==> src/core/serial_status_map.svh <==
// Register offsets, field positions and reset values of the serial status block
`ifndef SERIAL_STATUS_MAP_SVH
`define SERIAL_STATUS_MAP_SVH
`define RX_DATA_OFFSET 8'h00
`define TX_DATA_LOW_OFFSET 8'h02
`define SERIAL_STATUS_OFFSET 8'h04
`define CONTROL_OFFSET 8'h05
`define IRQ_STATUS_OFFSET 8'h06
`define IRQ_MASK_OFFSET 8'h07
`define SERIAL_STATUS_RESET 8'h20
`define RX_COMPLETE_BIT 7
`define TX_COMPLETE_BIT 6
`define TX_BUFFER_EMPTY_BIT 5
`define RX_START_BIT 4
`define SYNC_ERROR_BIT 3
`define BREAK_DETECTED_BIT 1
`define WAIT_FOR_BREAK_BIT 0
`define CTRL_RX_ENABLE_BIT 0
`define CTRL_TX_ENABLE_BIT 1
`define CTRL_START_DETECT_BIT 2
`define CTRL_AUTO_BAUD_BIT 3
`define CTRL_LIN_AUTO_BIT 4
`define CTRL_SPI_MASTER_BIT 5
`define SYNC_CHARACTER 8'h55
`define BIT_TIME_MIN 16'h0010
`define BIT_TIME_MAX 16'h8000
`endif

==> src/core/serial_status_pkg.sv <==
// Types shared by the serial status block
package serial_status_pkg;
  typedef enum logic [1:0] {rx_idle, rx_sync, rx_data} rx_state_e;
  typedef enum logic [1:0] {tx_idle, tx_shift} tx_state_e;
endpackage

==> src/core/serial_bit_shifter.sv <==
// Frame shifter: serialises one 8-bit data frame with start and stop bit
`timescale 1ns/100ps
module serial_bit_shifter (
  input wire logic clock,
  input wire logic rst,
  input wire logic bit_tick,
  input wire logic load,
  input wire logic [7:0] load_data,
  output logic busy,
  output logic done,
  output logic tx_line
);
  logic [9:0] frame;
  logic [3:0] count;

  // Shift one bit per tick, pulse done in the cycle the stop bit is driven out
  always_ff @(posedge clock or posedge rst) begin
    if (rst) begin
      frame <= 10'h3FF;
      count <= 4'h0;
      busy <= 1'b0;
      done <= 1'b0;
      tx_line <= 1'b1;
    end else begin
      done <= 1'b0;
      if (load && !busy) begin
        frame <= {1'b1, load_data, 1'b0};
        count <= 4'hA;
        busy <= 1'b1;
      end else if (busy && bit_tick) begin
        tx_line <= frame[0];
        frame <= {1'b1, frame[9:1]};
        count <= count - 4'h1;
        if (count == 4'h1) begin
          busy <= 1'b0;
          done <= 1'b1;
        end
      end
    end
  end
endmodule

==> src/core/serial_port_status_flags.sv <==
// Serial port status flags, data buffers, interrupt logic and register port
//
// Overview of operation
// - Receive-complete follows unread receive buffer data
// - Disabling receiver flushes buffer, clearing flag
// - Transmit-complete sets when frame done, buffer empty
// - Transmit-complete cleared by vector or write one
// - Buffer-empty high when transmit buffer empty
// - Buffer-empty reads set after reset
// - Writing transmit low byte clears buffer-empty
// - Receive-start sets on falling edge in standby, not as SPI master
// - Receive-start reads zero unless detection enabled
// - Receive-start cleared only by writing one
// - Auto-baud bad bit time sets sync error
// - Auto LIN sync not 0x55 sets error
// - Writing one clears error, receiver goes idle
// - Interrupt request while latched interrupt status bit and enable set
`timescale 1ns/100ps
`include "serial_status_map.svh"
module serial_port_status_flags (
  input wire logic clock,
  input wire logic rst,
  input wire logic [7:0] address,
  input wire logic [7:0] write_data,
  input wire logic write_strobe,
  input wire logic read_strobe,
  output logic [7:0] read_data,
  input wire logic rx_line,
  input wire logic rx_byte_valid,
  input wire logic [7:0] rx_byte,
  input wire logic [15:0] sync_bit_time,
  input wire logic sync_bit_time_valid,
  input wire logic standby,
  input wire logic bit_tick,
  input wire logic tx_complete_vector_ack,
  output logic tx_line,
  output logic irq
);
  logic rx_sync1, rx_sync2, rx_prev;
  logic [7:0] rx_data_register;
  logic [7:0] tx_data_register;
  logic rx_complete_flag, tx_complete_flag, tx_buffer_empty_flag;
  logic rx_start_flag, sync_field_error_flag;
  logic break_detected_flag, wait_for_break;
  logic [7:0] control;
  logic [7:0] irq_status;
  logic [7:0] irq_mask;
  logic shifter_busy, shifter_done, shifter_line;
  logic load_shift;
  serial_status_pkg::rx_state_e rx_state;

  // Decode a write or read strobe to one register offset
  function automatic logic wr_hit(input logic [7:0] a, input logic s, input logic [7:0] off);
    return s && (a == off);
  endfunction

  logic wr_status, wr_tx, rd_rx, wr_ctrl, wr_irqs, wr_mask;
  assign wr_status = wr_hit(address, write_strobe, `SERIAL_STATUS_OFFSET);
  assign wr_tx = wr_hit(address, write_strobe, `TX_DATA_LOW_OFFSET);
  assign rd_rx = wr_hit(address, read_strobe, `RX_DATA_OFFSET);
  assign wr_ctrl = wr_hit(address, write_strobe, `CONTROL_OFFSET);
  assign wr_irqs = wr_hit(address, write_strobe, `IRQ_STATUS_OFFSET);
  assign wr_mask = wr_hit(address, write_strobe, `IRQ_MASK_OFFSET);

  logic rx_en, tx_en, start_det_en, auto_baud, lin_auto_mode, spi_master;
  assign rx_en = control[`CTRL_RX_ENABLE_BIT];
  assign tx_en = control[`CTRL_TX_ENABLE_BIT];
  assign start_det_en = control[`CTRL_START_DETECT_BIT];
  assign auto_baud = control[`CTRL_AUTO_BAUD_BIT];
  assign lin_auto_mode = control[`CTRL_LIN_AUTO_BIT];
  assign spi_master = control[`CTRL_SPI_MASTER_BIT];

  // Write-one-to-clear strobes of the status register
  logic clr_tx_complete, clr_rx_start, clr_sync_error;
  assign clr_tx_complete = wr_status && write_data[`TX_COMPLETE_BIT];
  assign clr_rx_start = wr_status && write_data[`RX_START_BIT];
  assign clr_sync_error = wr_status && write_data[`SYNC_ERROR_BIT];

  // Receive line synchroniser and edge history
  always_ff @(posedge clock or posedge rst) begin
    if (rst) begin
      rx_sync1 <= 1'b1;
      rx_sync2 <= 1'b1;
      rx_prev <= 1'b1;
    end else begin
      rx_sync1 <= rx_line;
      rx_sync2 <= rx_sync1;
      rx_prev <= rx_sync2;
    end
  end

  logic start_edge;
  assign start_edge = rx_prev && !rx_sync2;

  // Control register
  always_ff @(posedge clock or posedge rst) begin
    if (rst) begin
      control <= 8'h00;
    end else if (wr_ctrl) begin
      control <= write_data;
    end
  end

  // Receive state: sync check in auto LIN mode, back to idle on error clear
  logic sync_bad_char, sync_bad_time;
  assign sync_bad_char = lin_auto_mode && rx_byte_valid && (rx_state == serial_status_pkg::rx_sync)
    && (rx_byte != `SYNC_CHARACTER);
  assign sync_bad_time = auto_baud && sync_bit_time_valid
    && ((sync_bit_time < `BIT_TIME_MIN) || (sync_bit_time > `BIT_TIME_MAX));
  always_ff @(posedge clock or posedge rst) begin
    if (rst) begin
      rx_state <= serial_status_pkg::rx_idle;
    end else if (clr_sync_error) begin
      rx_state <= serial_status_pkg::rx_idle;
    end else begin
      case (rx_state)
        serial_status_pkg::rx_idle: begin
          if (rx_en && lin_auto_mode && start_edge) begin
            rx_state <= serial_status_pkg::rx_sync;
          end
        end
        serial_status_pkg::rx_sync: begin
          if (rx_byte_valid) begin
            rx_state <= sync_bad_char ? serial_status_pkg::rx_sync : serial_status_pkg::rx_data;
          end
        end
        serial_status_pkg::rx_data: begin
          if (!rx_en || !lin_auto_mode) begin
            rx_state <= serial_status_pkg::rx_idle;
          end
        end
        default: rx_state <= serial_status_pkg::rx_idle;
      endcase
    end
  end

  // Receive buffer and receive-complete flag; flush starts with the disabling write
  logic rx_store;
  assign rx_store = rx_en && rx_byte_valid && (rx_state != serial_status_pkg::rx_sync);
  logic rx_flush;
  assign rx_flush = !rx_en || (wr_ctrl && !write_data[`CTRL_RX_ENABLE_BIT]);
  always_ff @(posedge clock or posedge rst) begin
    if (rst) begin
      rx_data_register <= 8'h00;
      rx_complete_flag <= 1'b0;
    end else if (rx_flush) begin
      rx_complete_flag <= 1'b0;
    end else if (rx_store) begin
      rx_data_register <= rx_byte;
      rx_complete_flag <= 1'b1;
    end else if (rd_rx) begin
      rx_complete_flag <= 1'b0;
    end
  end

  // Transmit buffer and buffer-empty flag
  assign load_shift = tx_en && !tx_buffer_empty_flag && !shifter_busy;
  always_ff @(posedge clock or posedge rst) begin
    if (rst) begin
      tx_data_register <= 8'h00;
      tx_buffer_empty_flag <= 1'b1;
    end else if (wr_tx) begin
      tx_data_register <= write_data;
      tx_buffer_empty_flag <= 1'b0;
    end else if (load_shift) begin
      tx_buffer_empty_flag <= 1'b1;
    end
  end

  serial_bit_shifter shifter (
    .clock(clock),
    .rst(rst),
    .bit_tick(bit_tick),
    .load(load_shift),
    .load_data(tx_data_register),
    .busy(shifter_busy),
    .done(shifter_done),
    .tx_line(shifter_line)
  );

  // Transmit-complete flag; a set beats a clear in the same cycle
  logic frame_finished;
  assign frame_finished = shifter_done && tx_buffer_empty_flag && !wr_tx;
  always_ff @(posedge clock or posedge rst) begin
    if (rst) begin
      tx_complete_flag <= 1'b0;
    end else if (frame_finished) begin
      tx_complete_flag <= 1'b1;
    end else if (tx_complete_vector_ack || clr_tx_complete) begin
      tx_complete_flag <= 1'b0;
    end
  end

  // Receive-start flag: cleared only by writing one
  always_ff @(posedge clock or posedge rst) begin
    if (rst) begin
      rx_start_flag <= 1'b0;
    end else if (standby && start_det_en && !spi_master && start_edge) begin
      rx_start_flag <= 1'b1;
    end else if (clr_rx_start) begin
      rx_start_flag <= 1'b0;
    end
  end

  // Sync-field error flag
  always_ff @(posedge clock or posedge rst) begin
    if (rst) begin
      sync_field_error_flag <= 1'b0;
    end else if (sync_bad_char || sync_bad_time) begin
      sync_field_error_flag <= 1'b1;
    end else if (clr_sync_error) begin
      sync_field_error_flag <= 1'b0;
    end
  end

  // Plain storage bits 1 and 0
  always_ff @(posedge clock or posedge rst) begin
    if (rst) begin
      break_detected_flag <= 1'b0;
      wait_for_break <= 1'b0;
    end else if (wr_status) begin
      break_detected_flag <= write_data[`BREAK_DETECTED_BIT];
      wait_for_break <= write_data[`WAIT_FOR_BREAK_BIT];
    end
  end

  // Status view; bit 2 reads zero
  logic [7:0] status_view;
  assign status_view = {rx_complete_flag, tx_complete_flag, tx_buffer_empty_flag,
    rx_start_flag && start_det_en, sync_field_error_flag, 1'b0,
    break_detected_flag, wait_for_break};

  // Sticky interrupt status, cleared by writing one; set wins
  logic [7:0] irq_events;
  logic [7:0] next_irq_status;
  assign irq_events = status_view;
  for (genvar b = 0; b < 8; b++) begin : g_irq_bit
    assign next_irq_status[b] = irq_events[b] || (irq_status[b] && !(wr_irqs && write_data[b]));
  end
  always_ff @(posedge clock or posedge rst) begin
    if (rst) begin
      irq_status <= 8'h00;
    end else begin
      irq_status <= next_irq_status;
    end
  end

  // Interrupt mask
  always_ff @(posedge clock or posedge rst) begin
    if (rst) begin
      irq_mask <= 8'h00;
    end else if (wr_mask) begin
      irq_mask <= write_data;
    end
  end

  // Interrupt output held while a masked-in interrupt status bit stays set
  always_ff @(posedge clock or posedge rst) begin
    if (rst) begin
      irq <= 1'b0;
    end else begin
      irq <= |(irq_status & irq_mask);
    end
  end

  // Transmit line output register
  always_ff @(posedge clock or posedge rst) begin
    if (rst) begin
      tx_line <= 1'b1;
    end else begin
      tx_line <= shifter_line;
    end
  end

  // Register read mux, zero when no read is asked for
  logic [7:0] next_read_data;
  always_comb begin
    next_read_data = 8'h00;
    if (read_strobe) begin
      case (address)
        `RX_DATA_OFFSET: next_read_data = rx_data_register;
        `TX_DATA_LOW_OFFSET: next_read_data = tx_data_register;
        `SERIAL_STATUS_OFFSET: next_read_data = status_view;
        `CONTROL_OFFSET: next_read_data = control;
        `IRQ_STATUS_OFFSET: next_read_data = irq_status;
        `IRQ_MASK_OFFSET: next_read_data = irq_mask;
        default: next_read_data = 8'h00;
      endcase
    end
  end

  // Read data one cycle after the strobe, zero otherwise
  always_ff @(posedge clock or posedge rst) begin
    if (rst) begin
      read_data <= 8'h00;
    end else begin
      read_data <= next_read_data;
    end
  end
endmodule

==> config.mk <==
export PLATFORM = sky130hd
export DESIGN_NAME = serial_port_status_flags
export DESIGN_NICKNAME = d
export VERILOG_FILES = /design/src/core/serial_status_pkg.sv /design/src/core/serial_bit_shifter.sv /design/src/core/serial_port_status_flags.sv
export VERILOG_INCLUDE_DIRS = /design/src /design/src/core
export SDC_FILE = /design/constraint.sdc
export NUM_CORES = 1
export LEC_CHECK = 0
export BUFFER_PORTS_ARGS = -buffer_cell sky130_fd_sc_hd__buf_2
export CAP_MARGIN = 15
export CORE_ASPECT_RATIO = 0.7
export CORE_UTILIZATION = 50
export DETAILED_ROUTE_END_ITERATION = 8
export PLACE_DENSITY = 0.75
export SYNTH_ARGS = -nofsm -noshare
export SYNTH_HDL_FRONTEND = slang
export SYNTH_SLANG_ARGS = --single-unit
==> constraint.sdc <==
create_clock -name clock -period 2.6 [get_ports clock]
set_input_delay 0.52 -clock clock [delete_from_list [all_inputs] [get_ports clock]]
set_output_delay 0.52 -clock clock [all_outputs]
set_load 0.005 [all_outputs]
==> impl_results.rst <==
.. list-table::
   :header-rows: 1

   * - Metric
     - Value
   * - H-tree Lvls
     - 3
   * - Die width
     - 103 um
   * - Number of nets with antenna violations after detailed routing
     - 0
   * - Path category of the worst min-delay check
     - primary input to asynchronous set/reset pin
   * - Share of the synthesized area in compound gates (AO/OA/AOI/OAI)
     - 12.6%
   * - Antenna violations before repair
     - 0
   * - Count of vias placed by the detailed router
     - 2,697
   * - Count of port buffers added during placement
     - 59
   * - Ranking of synthesized cells by area
     - sky130_fd_sc_hd__dfrtp_1 44%, sky130_fd_sc_hd__dfstp_2 11%, sky130_fd_sc_hd__mux2_2 11%, sky130_fd_sc_hd__nand2_1 4.2%, sky130_fd_sc_hd__mux2i_1 3.9%
   * - Share of synthesized flip-flops with an asynchronous set or reset
     - 100%
   * - Most frequent cells after synthesis
     - 63 x sky130_fd_sc_hd__dfrtp_1, 40 x sky130_fd_sc_hd__nand2_1, 34 x sky130_fd_sc_hd__mux2_2, 15 x sky130_fd_sc_hd__dfstp_2, 14 x sky130_fd_sc_hd__mux2i_1
   * - Detailed Place HPWL
     - 5820 um
   * - Yosys cell types
     - 54
   * - Cell-internal power
     - 2.22 mW
   * - Final count of pins violating max slew
     - 0
   * - Post-cts hold buffer count
     - 0
   * - Share of synthesized area occupied by flip-flops and latches
     - 54.9%
   * - Post-Syn Instances
     - 303
   * - Predominant post-synthesis flop cell
     - sky130_fd_sc_hd__dfrtp_1
   * - Combinational family with the most area after synthesis
     - simple AND/OR/NAND/NOR gates
   * - Count of state elements after synthesis
     - 78
   * - Total negative slack for setup checks
     - 0 ps
   * - Met2 layer wire length in the routed design
     - about 3500 um
   * - Number of warnings printed during yosys synthesis
     - 0
   * - Depth of the most critical reg-to-reg path
     - 4
   * - Number of diodes added for antenna fixing
     - 0
   * - Max Cap Viol
     - 0
   * - Highest layer used for signal routing
     - met4
   * - Largest stage delay, worst path
     - 730 ps
   * - Slew headroom
     - 44.6%
   * - Starting DRC count in detailed routing
     - 166
   * - Proportion of power drawn by combinational gates
     - between 15 and 20%
   * - Overflow left after global routing
     - 0
   * - Clock slew at reported path FFs
     - 80 ps
   * - Clock tree from TritonCTS
     - built
   * - Count of final setup violators
     - 0
   * - DRC violation count after routing
     - 0
   * - Post-synth top area cell
     - sky130_fd_sc_hd__dfrtp_1
   * - EDFF count, synth
     - 0
   * - Global-route wire length before repair
     - 13,300 um
   * - Largest net degree at the start of global routing
     - 79
   * - Met3 WL
     - 613 um
   * - Crit path max-delay cell type
     - sky130_fd_sc_hd__a21boi_1
   * - Nets
     - 421
   * - Average cell area after synthesis
     - 11.9 um^2
   * - Final Critical Period
     - roughly 2100 ps
   * - FILL cells
     - approximately 590
   * - Tcrit/Tclk final
     - 81.9%
   * - Multiplexer fraction of the synthesized cell area
     - 14.6%
   * - Register-to-register setup slack
     - between 400 and 500 ps
   * - Leakage power
     - 1.97 nW
   * - Xor/xnor cell area share of the yosys netlist
     - 0.488%
   * - Worst IR drop on VDD
     - 0.354 mV
   * - Final setup margin
     - 470 ps
   * - TritonCTS Buffers
     - 9
   * - Areal power density over the cells
     - 723 nW/um^2
   * - Area growth from synthesis to final layout
     - 17.2%
   * - Startpoint kind of the worst setup timing path
     - flop
   * - Reg2Reg Capture Point
     - rx_data_register[4]
   * - Outcome
     - completed
   * - Critical setup path kind
     - flop to flop
   * - # IOs
     - 60
   * - Part of the total power dissipated in sequential elements
     - 53.8%
   * - Syn Std Cell Area
     - roughly 3600 um^2
   * - Clk_skew
     - 12.0 ps
   * - Length of the first detailed-routing pass in iterations
     - 5
   * - Setup crit end kind
     - flop
   * - Final weighted congestion in routability-driven placement
     - 0.889
   * - Wire per inst
     - between 15 and 20 um
   * - Number of buffer and inverter instances along the worst setup path
     - 0
   * - Layout cells sized above 1
     - between 30% and 40%
   * - Worst slack, placed
     - around 270 ps
   * - Slew at the pin closest to its max-slew limit
     - 830 ps
   * - Top-count cell post-synth
     - sky130_fd_sc_hd__dfrtp_1
   * - Vias in the first global route
     - ~2,600
   * - Setup repair after global routing missed its margin
     - false
   * - CTS max path bufs
     - 2
   * - Adder and majority gate portion of the synthesized area
     - 0.697%
   * - Peak Freq
     - 470 MHz
   * - Reported net switching power
     - roughly 0.83 mW
   * - Effective utilization at floorplan
     - 52.4%
   * - Maximum fanout encountered on the critical timing path
     - 8
   * - Synthesized Nets
     - approximately 360
   * - Met1 WL
     - 3870 um
   * - Final Hold Fails
     - 0
   * - Number of buffers added for setup after CTS
     - 0
   * - Critical Path, Cell by Cell
     - nand2_1 > a21oi_1 > a21boi_1 > mux2_2
   * - Proportion of netlist area held by the largest area contributor
     - 43.9%
   * - Reg-to-reg startpoint
     - control[0]
   * - Origin of the worst setup path
     - control[0]
   * - Switching Fraction
     - 27.1%
   * - Total routing usage reported by global routing
     - 24.2%
   * - Crit path DAT
     - between 2000 and 2500 ps
   * - Number of gates resized after cts
     - 0
   * - Cell family with most CP delay
     - compound AO/OA/AOI/OAI gates
   * - Synthesized-area fraction occupied by and/or/nand/nor cells
     - 14.6%
   * - Required time of the worst setup path
     - 2830 ps
   * - Core Region
     - 6850 um^2
   * - Die height
     - 72.9 um
   * - Clock insertion delay at the later pin of the skew report
     - 350 ps
   * - Total wire length after detailed routing
     - 8100 um
   * - Rows
     - 25
   * - Clock net sink count
     - 78
   * - Detail-routed via count per cell
     - 5.76
   * - Share of total power in the clock network
     - 29.9%
   * - DIE AREA
     - approximately 7500 um^2
   * - Cell chosen for the clock root
     - sky130_fd_sc_hd__clkbuf_8
[worst min-delay path, stage by stage]
cell,delay [ps]
sky130_fd_sc_hd__buf_2,100
sky130_fd_sc_hd__inv_2,60
sky130_fd_sc_hd__buf_12,330
[area by class of cell]
| cell class | count | area [um^2] | share of cell area, % |
|---|---|---|---|
| Multi-Input combinational cell | 207 | 1540 | 36.7 |
| Timing Repair Buffer | 65 | 353 | 8.38 |
| Clock buffer | 15 | 166 | 3.95 |
| Sequential cell | 78 | 1970 | 46.8 |
| Inverter | 8 | 30.0 | 0.713 |
| Clock inverter | 1 | 30.0 | 0.713 |
| Tap cell | 94 | 118 | 2.79 |
[metal layers]
metal	vias up	GRT usage, %
li1	1253	-
met1	1322	36.7
met2	112	34.8
met3	10	5.56
met4	0	7.04
met5	-	0
[placed cells by master, fill, tap and decap left out, types with 2 or more instances in the layout]
master and n:
sky130_fd_sc_hd__nor3b_1 2, sky130_fd_sc_hd__clkbuf_1 4, sky130_fd_sc_hd__and2_1 2, sky130_fd_sc_hd__inv_1 7
sky130_fd_sc_hd__nand2b_1 3, sky130_fd_sc_hd__a21oi_1 13, sky130_fd_sc_hd__o22ai_1 6, sky130_fd_sc_hd__nand3b_1 2
sky130_fd_sc_hd__or3_1 3, sky130_fd_sc_hd__clkbuf_8 11, sky130_fd_sc_hd__dfstp_2 15, sky130_fd_sc_hd__nor2_1 12
sky130_fd_sc_hd__nand2_1 40, sky130_fd_sc_hd__a31oi_1 3, sky130_fd_sc_hd__o21ai_0 4, sky130_fd_sc_hd__buf_4 5
sky130_fd_sc_hd__mux2i_1 14, sky130_fd_sc_hd__nor4_1 4, sky130_fd_sc_hd__a22oi_1 11, sky130_fd_sc_hd__a22o_1 7
sky130_fd_sc_hd__ha_1 2, sky130_fd_sc_hd__nor4b_1 2, sky130_fd_sc_hd__buf_2 59, sky130_fd_sc_hd__nor4_4 2
sky130_fd_sc_hd__nand3_1 3, sky130_fd_sc_hd__nor4bb_1 2, sky130_fd_sc_hd__mux2_2 34, sky130_fd_sc_hd__dfrtp_1 63
sky130_fd_sc_hd__nor3_1 4, sky130_fd_sc_hd__a21o_1 7, sky130_fd_sc_hd__a21boi_0 2
[registers in the layout (all words and copies together) (netlist names), 2 cells and up]
signal            count
shifter.frame         9
control               8
irq_mask              8
irq_status            8
read_data             8
rx_data_register      8
tx_data_register      8
shifter.count         4
rx_state              2
[worst max path at each step]
stage	endpoint	slack, ps	cells after the start
after floorplan	break_detected_flag	110	1
after global placement	sync_field_error_flag	330	5
after detailed placement	sync_field_error_flag	270	5
after CTS	rx_data_register[4]	540	4
after global routing	rx_data_register[1]	370	4
final	rx_data_register[4]	470	4
[through the flow]
step	instances	util, %	total power, mW	instance area, um^2	hold WS, ps
after CTS	468	61.5	3.06	4210	260
after global routing	468	61.5	3.20	4210	255
final	468	61.5	3.04	4210	252
after global placement	452	58.6	2.13	4020	350
after detailed placement	452	58.6	2.15	4020	349
after floorplan	303	-	1.97	3590	345
[power groups by stage]
stage | combinational, mW | clock (mW) | sequential [mW]
after floorplan | 0.364 | 0 | 1.61
after global placement | 0.478 | 0 | 1.65
after detailed placement | 0.500 | 0 | 1.65
after CTS | 0.501 | 0.924 | 1.63
after global routing | 0.563 | 0.971 | 1.66
final | 0.498 | 0.909 | 1.64
[kinds of logic after synthesis]
| logic type | after synthesis |
|---|---|
| buffers and inverters | 18 |
| XOR/XNOR | 2 |
| adder cells (fa/ha/maj) | 2 |
| multiplexers | 48 |
| flip-flops | 78 |
| AO/OA/AOI/OAI | 65 |
| AND/OR/NAND/NOR | 90 |
No activity file was read; power rests on OpenSTA's default activity.
